[config.mk]
export PLATFORM = sky130hd
export DESIGN_NAME = spims_port
export DESIGN_NICKNAME = d
export VERILOG_FILES = /design/src/hw/spims_pkg.sv /design/src/hw/spims_port.sv
export SDC_FILE = /design/constraint.sdc
export NUM_CORES = 1
export LEC_CHECK = 0
export CORE_UTILIZATION = 28
export CTS_CLUSTER_DIAMETER = 150
export DETAILED_ROUTE_END_ITERATION = 10
export DONT_BUFFER_PORTS = 1
export GPL_TIMING_DRIVEN = 1
export PLACE_DENSITY = 0.5
export SYNTH_ARGS = -nofsm -noshare
export SYNTH_HDL_FRONTEND = slang
export SYNTH_SLANG_ARGS = --single-unit
[constraint.sdc]
create_clock -name clk_sys -period 5 [get_ports clk_sys]
set_clock_uncertainty 0.1 [all_clocks]
set_input_delay 0.5 -clock clk_sys [delete_from_list [all_inputs] [get_ports clk_sys]]
set_output_delay 0.5 -clock clk_sys [all_outputs]
set_load 0.05 [all_outputs]
[src/hw/spims_pkg.sv]
// Constants, register map and carrier types of the serial peripheral port
`default_nettype none
package spims_pkg;
  // ---------------------------------------------------------------
  // Register indices; byte address is four times the index
  // ---------------------------------------------------------------
  localparam logic [7:0] SPIMS_IDX_CONTROL = 8'h2C;
  localparam logic [7:0] SPIMS_IDX_STATUS = 8'h2D;
  localparam logic [7:0] SPIMS_IDX_DATA = 8'h2E;
  localparam logic [7:0] SPIMS_IDX_PINDIR = 8'h2F;
  localparam logic [7:0] SPIMS_CONTROL_RESET = 8'h00;
  localparam logic [7:0] SPIMS_STATUS_RESET = 8'h00;
  localparam logic [4:0] SPIMS_PINDIR_RESET = 5'h00;
  // ---------------------------------------------------------------
  // Field positions
  // ---------------------------------------------------------------
  localparam int SPIMS_ST_DONE = 7;
  localparam int SPIMS_ST_WRITE_COLLISION_FLAG = 6;
  localparam int SPIMS_ST_DBL = 0;
  localparam int SPIMS_DIR_MOSI = 0;
  localparam int SPIMS_DIR_MISO = 1;
  localparam int SPIMS_DIR_SCK = 2;
  localparam int SPIMS_DIR_SS = 3;
  localparam int SPIMS_DIR_SSOUT = 4;
  // ---------------------------------------------------------------
  // Timing: SCK divisors indexed by {double speed, rate high, rate low}
  // ---------------------------------------------------------------
  localparam logic [7:0] SPIMS_DIVISOR [8] = '{8'h04, 8'h10, 8'h40, 8'h80,
                                               8'h02, 8'h08, 8'h20, 8'h40};
  localparam logic [3:0] SPIMS_LAST_EDGE = 4'hF;
  localparam logic [2:0] SPIMS_LAST_BIT = 3'h7;
  // ---------------------------------------------------------------
  // Carrier types
  // ---------------------------------------------------------------
  typedef struct packed {
    logic intEnable;
    logic portEnable;
    logic bitOrderLsb;
    logic masterSel;
    logic clockPolarity;
    logic clockPhase;
    logic rateHigh;
    logic rateLow;
  } spims_ctrl_t;
  typedef struct packed {
    logic sck;
    logic mosi;
    logic miso;
    logic ss;
  } spims_pins_t;
endpackage
`default_nettype wire

[src/hw/spims_port.sv]
// Byte-wide serial peripheral port, master or slave, with AHB-Lite registers
//
// Function
// - Slave with select low is active; drives MISO only if configured output.
// - Slave select high: passive, reset bit counter, drop partial byte.
// - Master with select as output: pin is plain output, no serial effect.
// - Master with select input low: clear master bit, become slave.
// - Losing master mode this way sets the transfer-complete flag.
// - Stay slave until software sets master-select again.
// - Shift out on one SCK edge, sample on the opposite; modes 0 to 3.
// - Polarity bit sets SCK idle level and leading edge direction.
// - Phase bit picks sample on leading or on trailing edge.
// - Interrupt only with enable bit, transfer flag and global enable.
// - No serial operation unless port enable is one.
// - Bit order one sends LSB first, zero sends MSB first.
// - Master-select one means master, zero means slave.
// - Double speed and rate bits pick divisors 4,16,64,128,2,8,32,64.
// - Rate bits have no effect in slave operation.
// - Transfer-complete flag sets when a byte finishes.
// - Flag clears on interrupt acknowledge or status read then data access.
// - Data write during a transfer sets the write-collision flag.
// - Status read with collision set, then data access, clears both flags.
// - Status bits five to one read zero.
// - Double speed doubles SCK; shortest period two system clocks.
// - Data write starts a transfer; data read returns receive buffer.
// - Master clock runs exactly eight bits then stops and flags.
// - Transmit single buffered, receive double buffered.
//
// The AHB-Lite register port is this design's own decision.
`default_nettype none
module spims_port (
  // Clock and reset
  input wire logic clk_sys,
  input wire logic nrst,
  // AHB-Lite slave
  input wire logic hsel,
  input wire logic [31:0] haddr,
  input wire logic [1:0] htrans,
  input wire logic hwrite,
  input wire logic [2:0] hsize,
  input wire logic [31:0] hwdata,
  input wire logic hready,
  output logic [31:0] hrdata,
  output logic hreadyout,
  output logic hresp,
  // Processor interrupt context
  input wire logic globalIntEnable,
  input wire logic intVectorAck,
  output logic irqReq,
  // Serial pins
  input wire spims_pkg::spims_pins_t pinIn,
  output spims_pkg::spims_pins_t pinOut,
  output spims_pkg::spims_pins_t pinOe
);
  // ---------------------------------------------------------------
  // Pin synchronisers
  // ---------------------------------------------------------------
  spims_pkg::spims_pins_t syncA_q, syncB_q;
  logic sckDly_q;
  always_ff @(posedge clk_sys or negedge nrst) begin
    if (!nrst) begin
      syncA_q <= '0;
      syncB_q <= '0;
      sckDly_q <= 1'b0;
    end else begin
      syncA_q <= pinIn;
      syncB_q <= syncA_q;
      sckDly_q <= syncB_q.sck;
    end
  end

  // ---------------------------------------------------------------
  // Bus address phase
  // ---------------------------------------------------------------
  spims_pkg::spims_ctrl_t ctrl_q;
  logic dblSpeed_q, done_q, write_collision_flag_q, armDone_q, armWcol_q;
  logic [4:0] pinDir_q;
  logic [7:0] rxBuf_q, shift_q, tx_q;
  logic aValid_q, aWrite_q;
  logic [7:0] aIdx_q;
  logic [31:0] hrdata_q;
  logic busAcc;
  logic [7:0] curIdx;
  logic [7:0] statusVal;
  assign busAcc = hsel & htrans[1] & hready;
  assign curIdx = haddr[9:2];
  assign statusVal = {done_q, write_collision_flag_q, 5'h00, dblSpeed_q};

  always_ff @(posedge clk_sys or negedge nrst) begin
    if (!nrst) begin
      aValid_q <= 1'b0;
      aWrite_q <= 1'b0;
      aIdx_q <= 8'h00;
      hrdata_q <= 32'h0000_0000;
    end else begin
      aValid_q <= busAcc;
      aWrite_q <= hwrite;
      aIdx_q <= curIdx;
      if (busAcc && !hwrite) begin
        unique case (curIdx)
          spims_pkg::SPIMS_IDX_CONTROL: hrdata_q <= {24'h000000, ctrl_q};
          spims_pkg::SPIMS_IDX_STATUS: hrdata_q <= {24'h000000, statusVal};
          spims_pkg::SPIMS_IDX_DATA: hrdata_q <= {24'h000000, rxBuf_q};
          spims_pkg::SPIMS_IDX_PINDIR: hrdata_q <= {27'h0000000, pinDir_q};
          default: hrdata_q <= 32'h0000_0000;
        endcase
      end
    end
  end
  // Zero wait states, always OKAY
  assign hrdata = hrdata_q;
  assign hreadyout = 1'b1;
  assign hresp = 1'b0;

  // ---------------------------------------------------------------
  // Decoded accesses
  // ---------------------------------------------------------------
  logic wrPhase, ctrlWr, statWr, dataWr, dirWr, dataRd, statRd, dataAccess;
  assign wrPhase = aValid_q & aWrite_q;
  assign ctrlWr = wrPhase && aIdx_q == spims_pkg::SPIMS_IDX_CONTROL;
  assign statWr = wrPhase && aIdx_q == spims_pkg::SPIMS_IDX_STATUS;
  assign dataWr = wrPhase && aIdx_q == spims_pkg::SPIMS_IDX_DATA;
  assign dirWr = wrPhase && aIdx_q == spims_pkg::SPIMS_IDX_PINDIR;
  assign dataRd = busAcc && !hwrite && curIdx == spims_pkg::SPIMS_IDX_DATA;
  assign statRd = busAcc && !hwrite && curIdx == spims_pkg::SPIMS_IDX_STATUS;
  assign dataAccess = dataWr | dataRd;

  // ---------------------------------------------------------------
  // Mode and engine state
  // ---------------------------------------------------------------
  logic busy_q, sck_q, dout_q, doneEvt;
  logic [3:0] edgeCnt_q;
  logic [2:0] bitCnt_q;
  logic [7:0] divCnt_q;
  logic enabled, isMaster, ssLow, modeFault, inProgress;
  logic [2:0] rateCode;
  logic [7:0] halfDiv;
  assign enabled = ctrl_q.portEnable;
  assign isMaster = ctrl_q.masterSel;
  assign ssLow = !syncB_q.ss;
  // select input pulled low while master
  assign modeFault = enabled && isMaster && !pinDir_q[spims_pkg::SPIMS_DIR_SS] && ssLow;
  // transfer in progress in either role
  assign inProgress = busy_q | (!isMaster && bitCnt_q != 3'h0);
  // divisor pick, used only by master timing
  assign rateCode = {dblSpeed_q, ctrl_q.rateHigh, ctrl_q.rateLow};
  assign halfDiv = spims_pkg::SPIMS_DIVISOR[rateCode] >> 1;

  // ---------------------------------------------------------------
  // Control and pin-direction registers
  // ---------------------------------------------------------------
  always_ff @(posedge clk_sys or negedge nrst) begin
    if (!nrst) begin
      ctrl_q <= spims_pkg::SPIMS_CONTROL_RESET;
      dblSpeed_q <= spims_pkg::SPIMS_STATUS_RESET[spims_pkg::SPIMS_ST_DBL];
      pinDir_q <= spims_pkg::SPIMS_PINDIR_RESET;
    end else begin
      if (ctrlWr) begin
        ctrl_q <= hwdata[7:0];
      end
      // master bit held clear until rewritten
      if (modeFault) begin
        ctrl_q.masterSel <= 1'b0;
      end
      if (statWr) begin
        dblSpeed_q <= hwdata[spims_pkg::SPIMS_ST_DBL];
      end
      if (dirWr) begin
        pinDir_q <= hwdata[4:0];
      end
    end
  end

  // ---------------------------------------------------------------
  // Shift engine
  // ---------------------------------------------------------------
  logic sckRise, sckFall, lead, trail, sampleEdge, setupEdge;
  logic tick, inBit, outBit;
  logic [7:0] shiftNext;
  assign sckRise = syncB_q.sck & !sckDly_q;
  assign sckFall = !syncB_q.sck & sckDly_q;
  assign tick = busy_q && divCnt_q == 8'h00;
  always_comb begin
    if (isMaster) begin
      // Master edges come from its own divider
      lead = tick && !edgeCnt_q[0];
      trail = tick && edgeCnt_q[0];
      inBit = syncB_q.miso;
    end else begin
      // leading edge is rising for low idle level
      lead = ctrl_q.clockPolarity ? sckFall : sckRise;
      trail = ctrl_q.clockPolarity ? sckRise : sckFall;
      inBit = syncB_q.mosi;
    end
    sampleEdge = ctrl_q.clockPhase ? trail : lead;
    setupEdge = ctrl_q.clockPhase ? lead : trail;
  end
  assign outBit = ctrl_q.bitOrderLsb ? shift_q[0] : shift_q[7];
  assign shiftNext = ctrl_q.bitOrderLsb ? {inBit, shift_q[7:1]} : {shift_q[6:0], inBit};
  assign doneEvt = enabled && !modeFault && (isMaster ? (tick && edgeCnt_q ==
    spims_pkg::SPIMS_LAST_EDGE) : (ssLow && sampleEdge && bitCnt_q == spims_pkg::SPIMS_LAST_BIT));

  always_ff @(posedge clk_sys or negedge nrst) begin
    if (!nrst) begin
      busy_q <= 1'b0;
      sck_q <= 1'b0;
      dout_q <= 1'b0;
      edgeCnt_q <= 4'h0;
      bitCnt_q <= 3'h0;
      divCnt_q <= 8'h00;
      shift_q <= 8'h00;
      tx_q <= 8'h00;
    end else if (!enabled || modeFault) begin
      busy_q <= 1'b0;
      edgeCnt_q <= 4'h0;
      bitCnt_q <= 3'h0;
      sck_q <= ctrl_q.clockPolarity;
      if (dataWr) begin
        shift_q <= hwdata[7:0];
        tx_q <= hwdata[7:0];
      end
    end else if (isMaster) begin
      bitCnt_q <= 3'h0;
      if (dataWr && !inProgress) begin
        shift_q <= hwdata[7:0];
        tx_q <= hwdata[7:0];
        dout_q <= ctrl_q.bitOrderLsb ? hwdata[0] : hwdata[7];
        busy_q <= 1'b1;
        edgeCnt_q <= 4'h0;
        divCnt_q <= halfDiv - 8'h01;
      end else if (busy_q) begin
        divCnt_q <= tick ? halfDiv - 8'h01 : divCnt_q - 8'h01;
        if (tick) begin
          // half period of one cycle at the fastest code
          sck_q <= !sck_q;
          edgeCnt_q <= edgeCnt_q + 4'h1;
          // sample and setup on opposite edges
          if (sampleEdge) begin
            shift_q <= shiftNext;
          end
          if (setupEdge) begin
            dout_q <= outBit;
          end
          if (edgeCnt_q == spims_pkg::SPIMS_LAST_EDGE) begin
            busy_q <= 1'b0;
          end
        end
      end else begin
        sck_q <= ctrl_q.clockPolarity;
        dout_q <= outBit;
      end
    end else begin
      busy_q <= 1'b0;
      sck_q <= ctrl_q.clockPolarity;
      if (!ssLow) begin
        // select high drops the partial byte
        bitCnt_q <= 3'h0;
        shift_q <= dataWr ? hwdata[7:0] : tx_q;
        dout_q <= outBit;
        if (dataWr) begin
          tx_q <= hwdata[7:0];
        end
      end else begin
        if (dataWr && !inProgress) begin
          shift_q <= hwdata[7:0];
          tx_q <= hwdata[7:0];
          dout_q <= ctrl_q.bitOrderLsb ? hwdata[0] : hwdata[7];
        end else if (sampleEdge) begin
          // edges seen on the synchronised clock
          shift_q <= shiftNext;
          bitCnt_q <= bitCnt_q + 3'h1;
        end
        if (setupEdge) begin
          dout_q <= outBit;
        end
      end
    end
  end

  // ---------------------------------------------------------------
  // Receive buffer
  // ---------------------------------------------------------------
  always_ff @(posedge clk_sys or negedge nrst) begin
    if (!nrst) begin
      rxBuf_q <= 8'h00;
    end else if (doneEvt) begin
      rxBuf_q <= (isMaster && !sampleEdge) ? shift_q : shiftNext;
    end
  end

  // ---------------------------------------------------------------
  // Status flags
  // ---------------------------------------------------------------
  logic clrDone, clrWcol;
  assign clrWcol = dataAccess && armWcol_q;
  assign clrDone = (dataAccess && (armDone_q || armWcol_q)) || intVectorAck;
  always_ff @(posedge clk_sys or negedge nrst) begin
    if (!nrst) begin
      done_q <= spims_pkg::SPIMS_STATUS_RESET[spims_pkg::SPIMS_ST_DONE];
      write_collision_flag_q <= spims_pkg::SPIMS_STATUS_RESET[spims_pkg::SPIMS_ST_WRITE_COLLISION_FLAG];
      armDone_q <= 1'b0;
      armWcol_q <= 1'b0;
    end else begin
      if (doneEvt || modeFault) begin
        done_q <= 1'b1;
      end else if (clrDone) begin
        done_q <= 1'b0;
      end
      if (dataWr && inProgress && enabled) begin
        write_collision_flag_q <= 1'b1;
      end else if (clrWcol) begin
        write_collision_flag_q <= 1'b0;
      end
      if (statRd) begin
        armDone_q <= done_q;
        armWcol_q <= write_collision_flag_q;
      end else if (dataAccess) begin
        armDone_q <= 1'b0;
        armWcol_q <= 1'b0;
      end
    end
  end
  assign irqReq = ctrl_q.intEnable & done_q & globalIntEnable;

  // ---------------------------------------------------------------
  // Pin drive
  // ---------------------------------------------------------------
  logic slaveActive;
  // slave active only with select low
  assign slaveActive = enabled && !isMaster && ssLow;
  always_comb begin
    pinOut.sck = sck_q;
    pinOut.mosi = dout_q;
    pinOut.miso = dout_q;
    pinOut.ss = pinDir_q[spims_pkg::SPIMS_DIR_SSOUT];
    if (enabled && !isMaster) begin
      // slave pins are inputs except MISO
      pinOe.sck = 1'b0;
      pinOe.mosi = 1'b0;
      pinOe.ss = 1'b0;
      pinOe.miso = slaveActive && pinDir_q[spims_pkg::SPIMS_DIR_MISO];
    end else begin
      pinOe.sck = pinDir_q[spims_pkg::SPIMS_DIR_SCK];
      pinOe.mosi = pinDir_q[spims_pkg::SPIMS_DIR_MOSI];
      pinOe.ss = pinDir_q[spims_pkg::SPIMS_DIR_SS];
      pinOe.miso = !enabled && pinDir_q[spims_pkg::SPIMS_DIR_MISO];
    end
  end

  // ---------------------------------------------------------------
  // Assertions
  // ---------------------------------------------------------------
  a_fault_to_slave: assert property (@(posedge clk_sys) disable iff (!nrst)
    modeFault |=> !ctrl_q.masterSel && done_q)
    else $error("select low did not drop master mode");
  a_slave_reset: assert property (@(posedge clk_sys) disable iff (!nrst)
    (enabled && !isMaster && !ssLow) |=> bitCnt_q == 3'h0)
    else $error("slave bit counter not reset by select high");
  a_disabled_idle: assert property (@(posedge clk_sys) disable iff (!nrst)
    !enabled |=> !busy_q && !done_q || $past(done_q))
    else $error("engine ran while disabled");
  a_miso_drive: assert property (@(posedge clk_sys) disable iff (!nrst)
    (enabled && pinOe.miso) |-> !isMaster && ssLow && pinDir_q[spims_pkg::SPIMS_DIR_MISO])
    else $error("MISO driven outside active slave");
  a_sck_idle: assert property (@(posedge clk_sys) disable iff (!nrst)
    (!busy_q && $past(!busy_q) && $stable(ctrl_q.clockPolarity)) |-> sck_q == ctrl_q.clockPolarity)
    else $error("SCK idle level wrong");
  a_write_collision_flag_set: assert property (@(posedge clk_sys) disable iff (!nrst)
    (dataWr && inProgress && enabled) |=> write_collision_flag_q)
    else $error("collision flag not set");
  a_done_set: assert property (@(posedge clk_sys) disable iff (!nrst)
    doneEvt |=> done_q)
    else $error("transfer flag not set");
  a_fast_byte: assert property (@(posedge clk_sys) disable iff (!nrst)
    ($rose(busy_q) && rateCode == 3'h4 && pinDir_q[spims_pkg::SPIMS_DIR_SS] && enabled)
    |-> busy_q[*8] ##1 busy_q[*8] ##1 !busy_q)
    else $error("double speed byte not sixteen cycles");
  a_ack_clear: assert property (@(posedge clk_sys) disable iff (!nrst)
    (intVectorAck && !doneEvt && !modeFault) |=> !done_q)
    else $error("vector acknowledge did not clear flag");
endmodule
`default_nettype wire

==> results of run 1 <==
worst max-delay path, stage by stage (launching register included):
cell,delay (ns)
dfrtp_1,0.88
nor2b_1,0.42
nor2b_1,0.87
power by group through the flow:
| stage | clock (mW) | sequential [mW] | combinational (mW) |
|---|---|---|---|
| global route | 0.782 | 0.824 | 0.276 |
| CTS | 0.761 | 0.818 | 0.254 |
| finish | 0.736 | 0.817 | 0.252 |
| global placement | 0 | 0.829 | 0.233 |
| detailed placement | 0 | 0.831 | 0.235 |
| floorplan | 0 | 0.778 | 0.271 |
routing by layer:
metal	routed length, um	up-vias	share of wire, %
met5	0	-	0
met4	212	0	1.8
met3	816	16	6.8
met2	5300	94	44
met1	5680	1694	47
li1	-	1634	-
state kept, by name (all words and copies together), names as in the netlist, 5 cells and up:
signal and count:
shift_q 8, divCnt_q 8, hrdata 8, tx_q 8, pinDir_q 5, ctrl_q 6
aIdx_q 8, rxBuf_q 8
placed cells by master (no fill, tap or decap), drive strengths merged, types with 4 or more instances in the layout:
master,synthesis,routed
dfrtp,87,87
o21ai,46,46
nand2,42,42
mux2,35,35
conb,2,26
nor2,24,24
a21oi,23,23
mux2i,22,22
nand3,16,16
inv,12,12
nor2b,11,11
clkbuf,11,11
a31oi,8,8
nor3,8,8
ha,7,7
nand3b,6,6
a32o,5,5
and3,4,4
a22o,4,4
nand4,4,4
cell type report:
type / count / area, um^2 / share of cell area [%]
repair buffers: 3 / 45.0 / 0.856
multi-input cells: 347 / 2390 / 45.5
clock inverters: 5 / 81.3 / 1.54
well taps: 220 / 275 / 5.23
clock buffers: 11 / 243 / 4.61
flip-flops and latches: 87 / 2180 / 41.3
inverters: 13 / 48.8 / 0.927
final timing paths:
check,from,end,depth (start not counted)
min,haddr[2],aIdx_q[0],0
min in group asynchronous,nrst,busy_q,2
max,isMaster,pinOe[2],2
max in group asynchronous,nrst,ctrl_q[2],2
max reg2reg,aIdx_q[4],bitCnt_q[1],6
min reg2reg,syncA_q[3],syncB_q[3],0
logic make-up after synthesis:
group,Yosys count,share of synthesized area (%)
compound gates,115,15.8
fa+ha+maj,7,1.80
buf+inv,64,7.92
other cells,2,0.154
flops,87,44.7
simple gates,135,14.6
xor+xnor,5,1.21
mux,59,13.9
through the flow:
step,utilization (%),instances
final,31.4,686
after global routing,31.4,686
after CTS,31.4,686
after detailed placement,29.3,668
after global placement,29.3,668
after floorplan,-,498
repair_timing:
action,4_1_cts,5_1_grt
hold endpoints to repair,87,0
hold buffers,2,0
gates resized for setup,0,0
==> results.md, run 1 <==
* Final setup viols at 0
* Core ar. at 16800 um^2
* Antenna Violating Nets Remaining at 0
* Pin count of the biggest net entering global routing at 88
* Fin nets at 548
* Switching fraction of total power at 28.8%
* Die Height at 134 um
* Fill cell count at 1703
* Setup TNS Final at 0 ns
* Pre-CTS setup slack at 2.22 ns
* Via count at 3438
* Worst-Margin Slew at 0.991 ns
* Clk network pwr share at 40.8%
* Cells after synthesis at approximately 470
* Clock slew at reported path FFs at about 0.07 ns
* Clk Tree Root Cell: clkbuf_16
* Synth top cells by count: dfrtp_1, nand2_1, o21ai_1
* Gr usage total at 14.3%
* Critical Path Source Type: flip-flop
* Initial antenna violation count at 0
* Power Total at approximately 1.8 mW
* Net Sw Power at 519 uW
* Part of the power in registers at between 40% and 50%
* Internal power at ~1.3 mW
* Final Cycle Share at around 63%
* Max-Cap Viols at 0
* DRT Pass-1 Iters at 5
* Row count at 47
* Initial DRC Count at 250
* Flop-to-flop setup slack at 2.31 ns
* CTS tree: done
* Most numerous cell in the Yosys netlist: dfrtp_1
* Routability cong. at 0.787
* Total grt overflow at 0
* Synth Flop Type: dfrtp_1
* Setup ws final at 1.87 ns
* Setup bufs post-CTS at 0
* Die width at about 130 um
* Worst Path Max Fanout at 21
* # IOs at 123
* Cell taking the most area after synthesis: dfrtp_1
* CP required at 4.40 ns
* Skew-Pair Late Insertion Delay at 0.35 ns
* Top cells by area, synth: dfrtp_1, mux2_1, buf_4, mux2i_1, o21ai_1
* First-pass GRT wire length at between 15000 and 20000 um
* CTS Sinks at 87
* Syn. warnings at 0
* CP arrival at 2.53 ns
* Max-Slew Margin vs Limit at 33.8%
* DP Area at roughly 4900 um^2
* Max IR drop VDD at 0.000177 V
* RSZ-0062 raised after global routing: no
* Die area at ~18000 um^2
* Post-DR vias/cell at roughly 5
* Num CTS Buffers at 9
* Grt peak-use layer: met2
* Critical path class: flip-flop to output port
* DR WL/cell at 17.5 um
* Area of all placed cells without fillers at 5270 um^2
* Tmin final at ~3.1 ns
* DRC at 0
* Power Dens Cells at between 300 and 400 nW/um^2
* Max-slew violations at 0
* Gate power share at between 10% and 20%
* M2 GR Usage at 20.8%
* Crit path capture type: output port
* Vias in the first global route at 3268
* Sequential cell area fraction in the yosys report at approximately 45%
* Port-buffer cells at 0
* Max Root-Sink Buffers at 2
* Max Clock Freq at ~0.32 GHz
* Async SR Flop Fraction at 100%
* P&R area growth vs syn at 8.17%
* Post-synth EDFFs at 0
* Yosys cell types at 70
* Count of state elements after synthesis at 87
* Met3 Use GR at 5.03%
* Netlist Area Pre-Place at between 4000 and 5000 um^2
* Worst min path class: primary input to flip-flop
* Share of post-route cells with drive strength above 1 at 9.87%
* Syn avg cell area at around 10 um^2
* Leak pwr at around 2.2 nW
* Routed WL at between 10000 and 15000 um
* Htree depth at 3
* Starting density of the core at 29.0%
* Post-synth top area share at 44.7%
* Final Hold Vio Count at 0
* GRT met1 Usage at 19.1%
* Min Hold Slack at 0.0698 ns
* Status: complete, no violations
* Dpl hpwl at between 8000 and 9000 um
* N_diodes at 0
Power figures use the tool's default switching activity.
==> run 2, diff against run 1 <==
Settings changed: PLACE_DENSITY 0.5 to 0.52.
Clock period 5 ns to 2.8 ns, I/O delays scaled along.
==> results.md, run 2 (same netlist as run 1, synthesis figures left out) <==
* Cells after DPL at 683 (+2.2%)
* Core ar. at 16800 um^2 (unchanged)
* Most common cell after layout, fill and taps aside: dfrtp_1
* Worst Path Max Fanout at 11 (-48%)
* Max Root-Sink Buffers at 2 (unchanged)
* N_diodes at 0 (unchanged)
* Multi-input gate area at 2390 um^2 (unchanged)
* Status: complete, no violations
* Final Hold Vio Count at 0 (unchanged)
* Hold Crit Depth at 2 (+2)
* Hold_sp: haddr[2]
* Pre-CTS setup slack at 0.365 ns (-1.85 ns)
* Worst-Margin Slew at 0.935 ns (-0.0561 ns)
* Die width at 134 um (unchanged)
* Critical Path Source Type: flip-flop
* Max-Slew Margin vs Limit at 37.7% (+3.9 points)
* Max-slew violations at 0 (unchanged)
* DR WL/cell at 17.3 um (-1.3%)
* CTS Sinks at 87 (unchanged)
* Htree depth at 3 (unchanged)
* Total grt overflow at 0 (unchanged)
* Routed WL at 12500 um (+4.0%)
* Gr usage total at 14.7% (+0.42 points)
* RSZ-0062 raised after global routing: no
* Reg2reg path depth at 6 (unchanged)
* Max IR drop VDD at 0.000331 V (+87%)
* Max Clock Freq at 0.407 GHz
* Dpl hpwl at 8880 um (+3.1%)
* First-pass GRT wire length at 20100 um (+5.1%)
* Die Height at 134 um (unchanged)
* Worst path cell trace: nor4_4 -> and4_1 -> o2bb2ai_4 -> mux2_4 -> a221oi_1 -> a21oi_1
* Flip-flop and latch area at 2180 um^2 (unchanged)
* Slowest CP cell: dfrtp_1
* Leak pwr at 2.39 nW (+7.5%)
* Routability cong. at 0.840 (+6.6%)
* Max-Cap Viols at 0 (unchanged)
* Crit path capture type: flip-flop
* Pin count of the biggest net entering global routing at 88 (unchanged)
* Final setup viols at 0 (unchanged)
* Tmin final at 2.45 ns
* Port-buffer cells at 0 (unchanged)
* Row count at 47 (unchanged)
* Setup TNS Final at 0 ns (unchanged)
* # IOs at 123 (unchanged)
* Non-filler cells, final at 723 (+5.4%)
* Reg-to-Reg Start: divCnt_q[2]
* CP arrival at 2.57 ns (+0.04 ns)
* CP delay by family, top: simple AND/OR/NAND/NOR gates
* Worst reg2reg path endpoint: shift_q[7]
* Skew-Pair Late Insertion Delay at 0.34 ns (about the same)
* P&R area growth vs syn at 15.0%
* Worst Hold Endpoint: hrdata[1]
* Initial antenna violation count at 0 (unchanged)
* DRT Pass-1 Iters at 4 (-1)
* Clock slew at reported path FFs at 0.06 ns (about the same)
* Flop-to-flop setup slack at 0.35 ns (-1.96 ns)
* Fill cell count at 1710 (+0.41%)
* Most frequent cells in the layout: dfrtp_1, nand2_1, o21ai_1
* Largest stage delay, worst path at 0.44 ns (-0.44 ns)
* Worst min path class: primary input to flip-flop
* Initial DRC Count at 202 (-19%)
* Setup ws final at 0.346 ns (-1.53 ns)
* Via count at 3616 (+5.2%)
* Vias in the first global route at 3586 (+9.7%)
* Power Dens Cells at 582 nW/um^2 (+70%)
* Post-DR vias/cell at 5.00 (-0.21%)
* Starting density of the core at 29.0% (unchanged)
* Clk Tree Root Cell: clkbuf_16
* Fin nets at 585 (+6.8%)
* Crit path buffers/inverters at 0 (unchanged)
* CP required at 2.92 ns (-1.48 ns)
* Antenna Violating Nets Remaining at 0 (unchanged)
* Setup bufs post-CTS at 0 (unchanged)
* DRC at 0 (unchanged)
* Share of post-route cells with drive strength above 1 at 12.1% (+2.3 points)
* Num CTS Buffers at 9 (unchanged)
* Critical path class: flip-flop to flip-flop
* CTS tree: done
* Die area at 17900 um^2 (unchanged)
* Final Cycle Share at 87.7%
[run 2: cell types whose count changed in the layout (fill, tap and decap cells not counted)]
cell	before	now
dlygate4sd3_1	1	23
buf_4	1	16
[run 2: where the power goes]
| part | total (mW) | internal (mW) | switching [mW] |
|---|---|---|---|
| sequential | 1.45 | 1.32 | 0.133 |
| combinational | 0.507 | 0.203 | 0.304 |
| clock | 1.30 | 0.806 | 0.494 |
| total | 3.26 | 2.33 | 0.931 |
[run 2: cell type report]
class,count,share of cell area [%]
Timing Repair Buffer,40,6.75
Clock buffer,11,4.34
Inverter,13,0.872
Sequential cell,87,38.9
Multi-Input combinational cell,347,42.8
Clock inverter,5,1.45
Tap cell,220,4.92
[run 2: metal layers]
metal | wire [um] | share of wire (%) | vias up | GRT usage [%]
met5 | 0 | 0 | - | 0
met4 | 176 | 1.4 | 0 | 4.55
met3 | 704 | 5.6 | 16 | 4.12
met2 | 5700 | 46 | 96 | 23.1
met1 | 5910 | 47 | 1796 | 19.4
li1 | - | - | 1708 | -
[run 2: worst max path at each step]
| stage | endpoint | depth (start not counted) | slack (ns) | from |
|---|---|---|---|---|
| 2_1_floorplan | shift_q[3] | 8 | 0.58 | divCnt_q[2] |
| 3_3_place_gp | shift_q[3] | 6 | 0.39 | divCnt_q[2] |
| 3_5_place_dp | shift_q[7] | 6 | 0.37 | divCnt_q[2] |
| 4_1_cts | shift_q[7] | 6 | 0.34 | divCnt_q[2] |
| 5_1_grt | divCnt_q[4] | 8 | 0.16 | bitCnt_q[0] |
| 6_report | shift_q[7] | 6 | 0.35 | divCnt_q[2] |
[run 2: per-stage QoR]
| step | util (%) | area (um^2) | total power, mW | hold WS [ns] |
|---|---|---|---|---|
| floorplan | - | 4960 | 1.87 | -0.116 |
| detailed placement | 29.9 | 5020 | 1.92 | -0.112 |
| finish | 33.4 | 5600 | 3.26 | 0.0412 |
| global route | 33.4 | 5600 | 3.39 | 0.0353 |
| global placement | 29.9 | 5020 | 1.91 | -0.112 |
| CTS | 33.4 | 5600 | 3.30 | 0.0294 |
[run 2: what timing repair did]
action                    4_1_cts  5_1_grt
resized for setup               0        0
hold buffers                   24        0
hold endpoints to repair      125        0
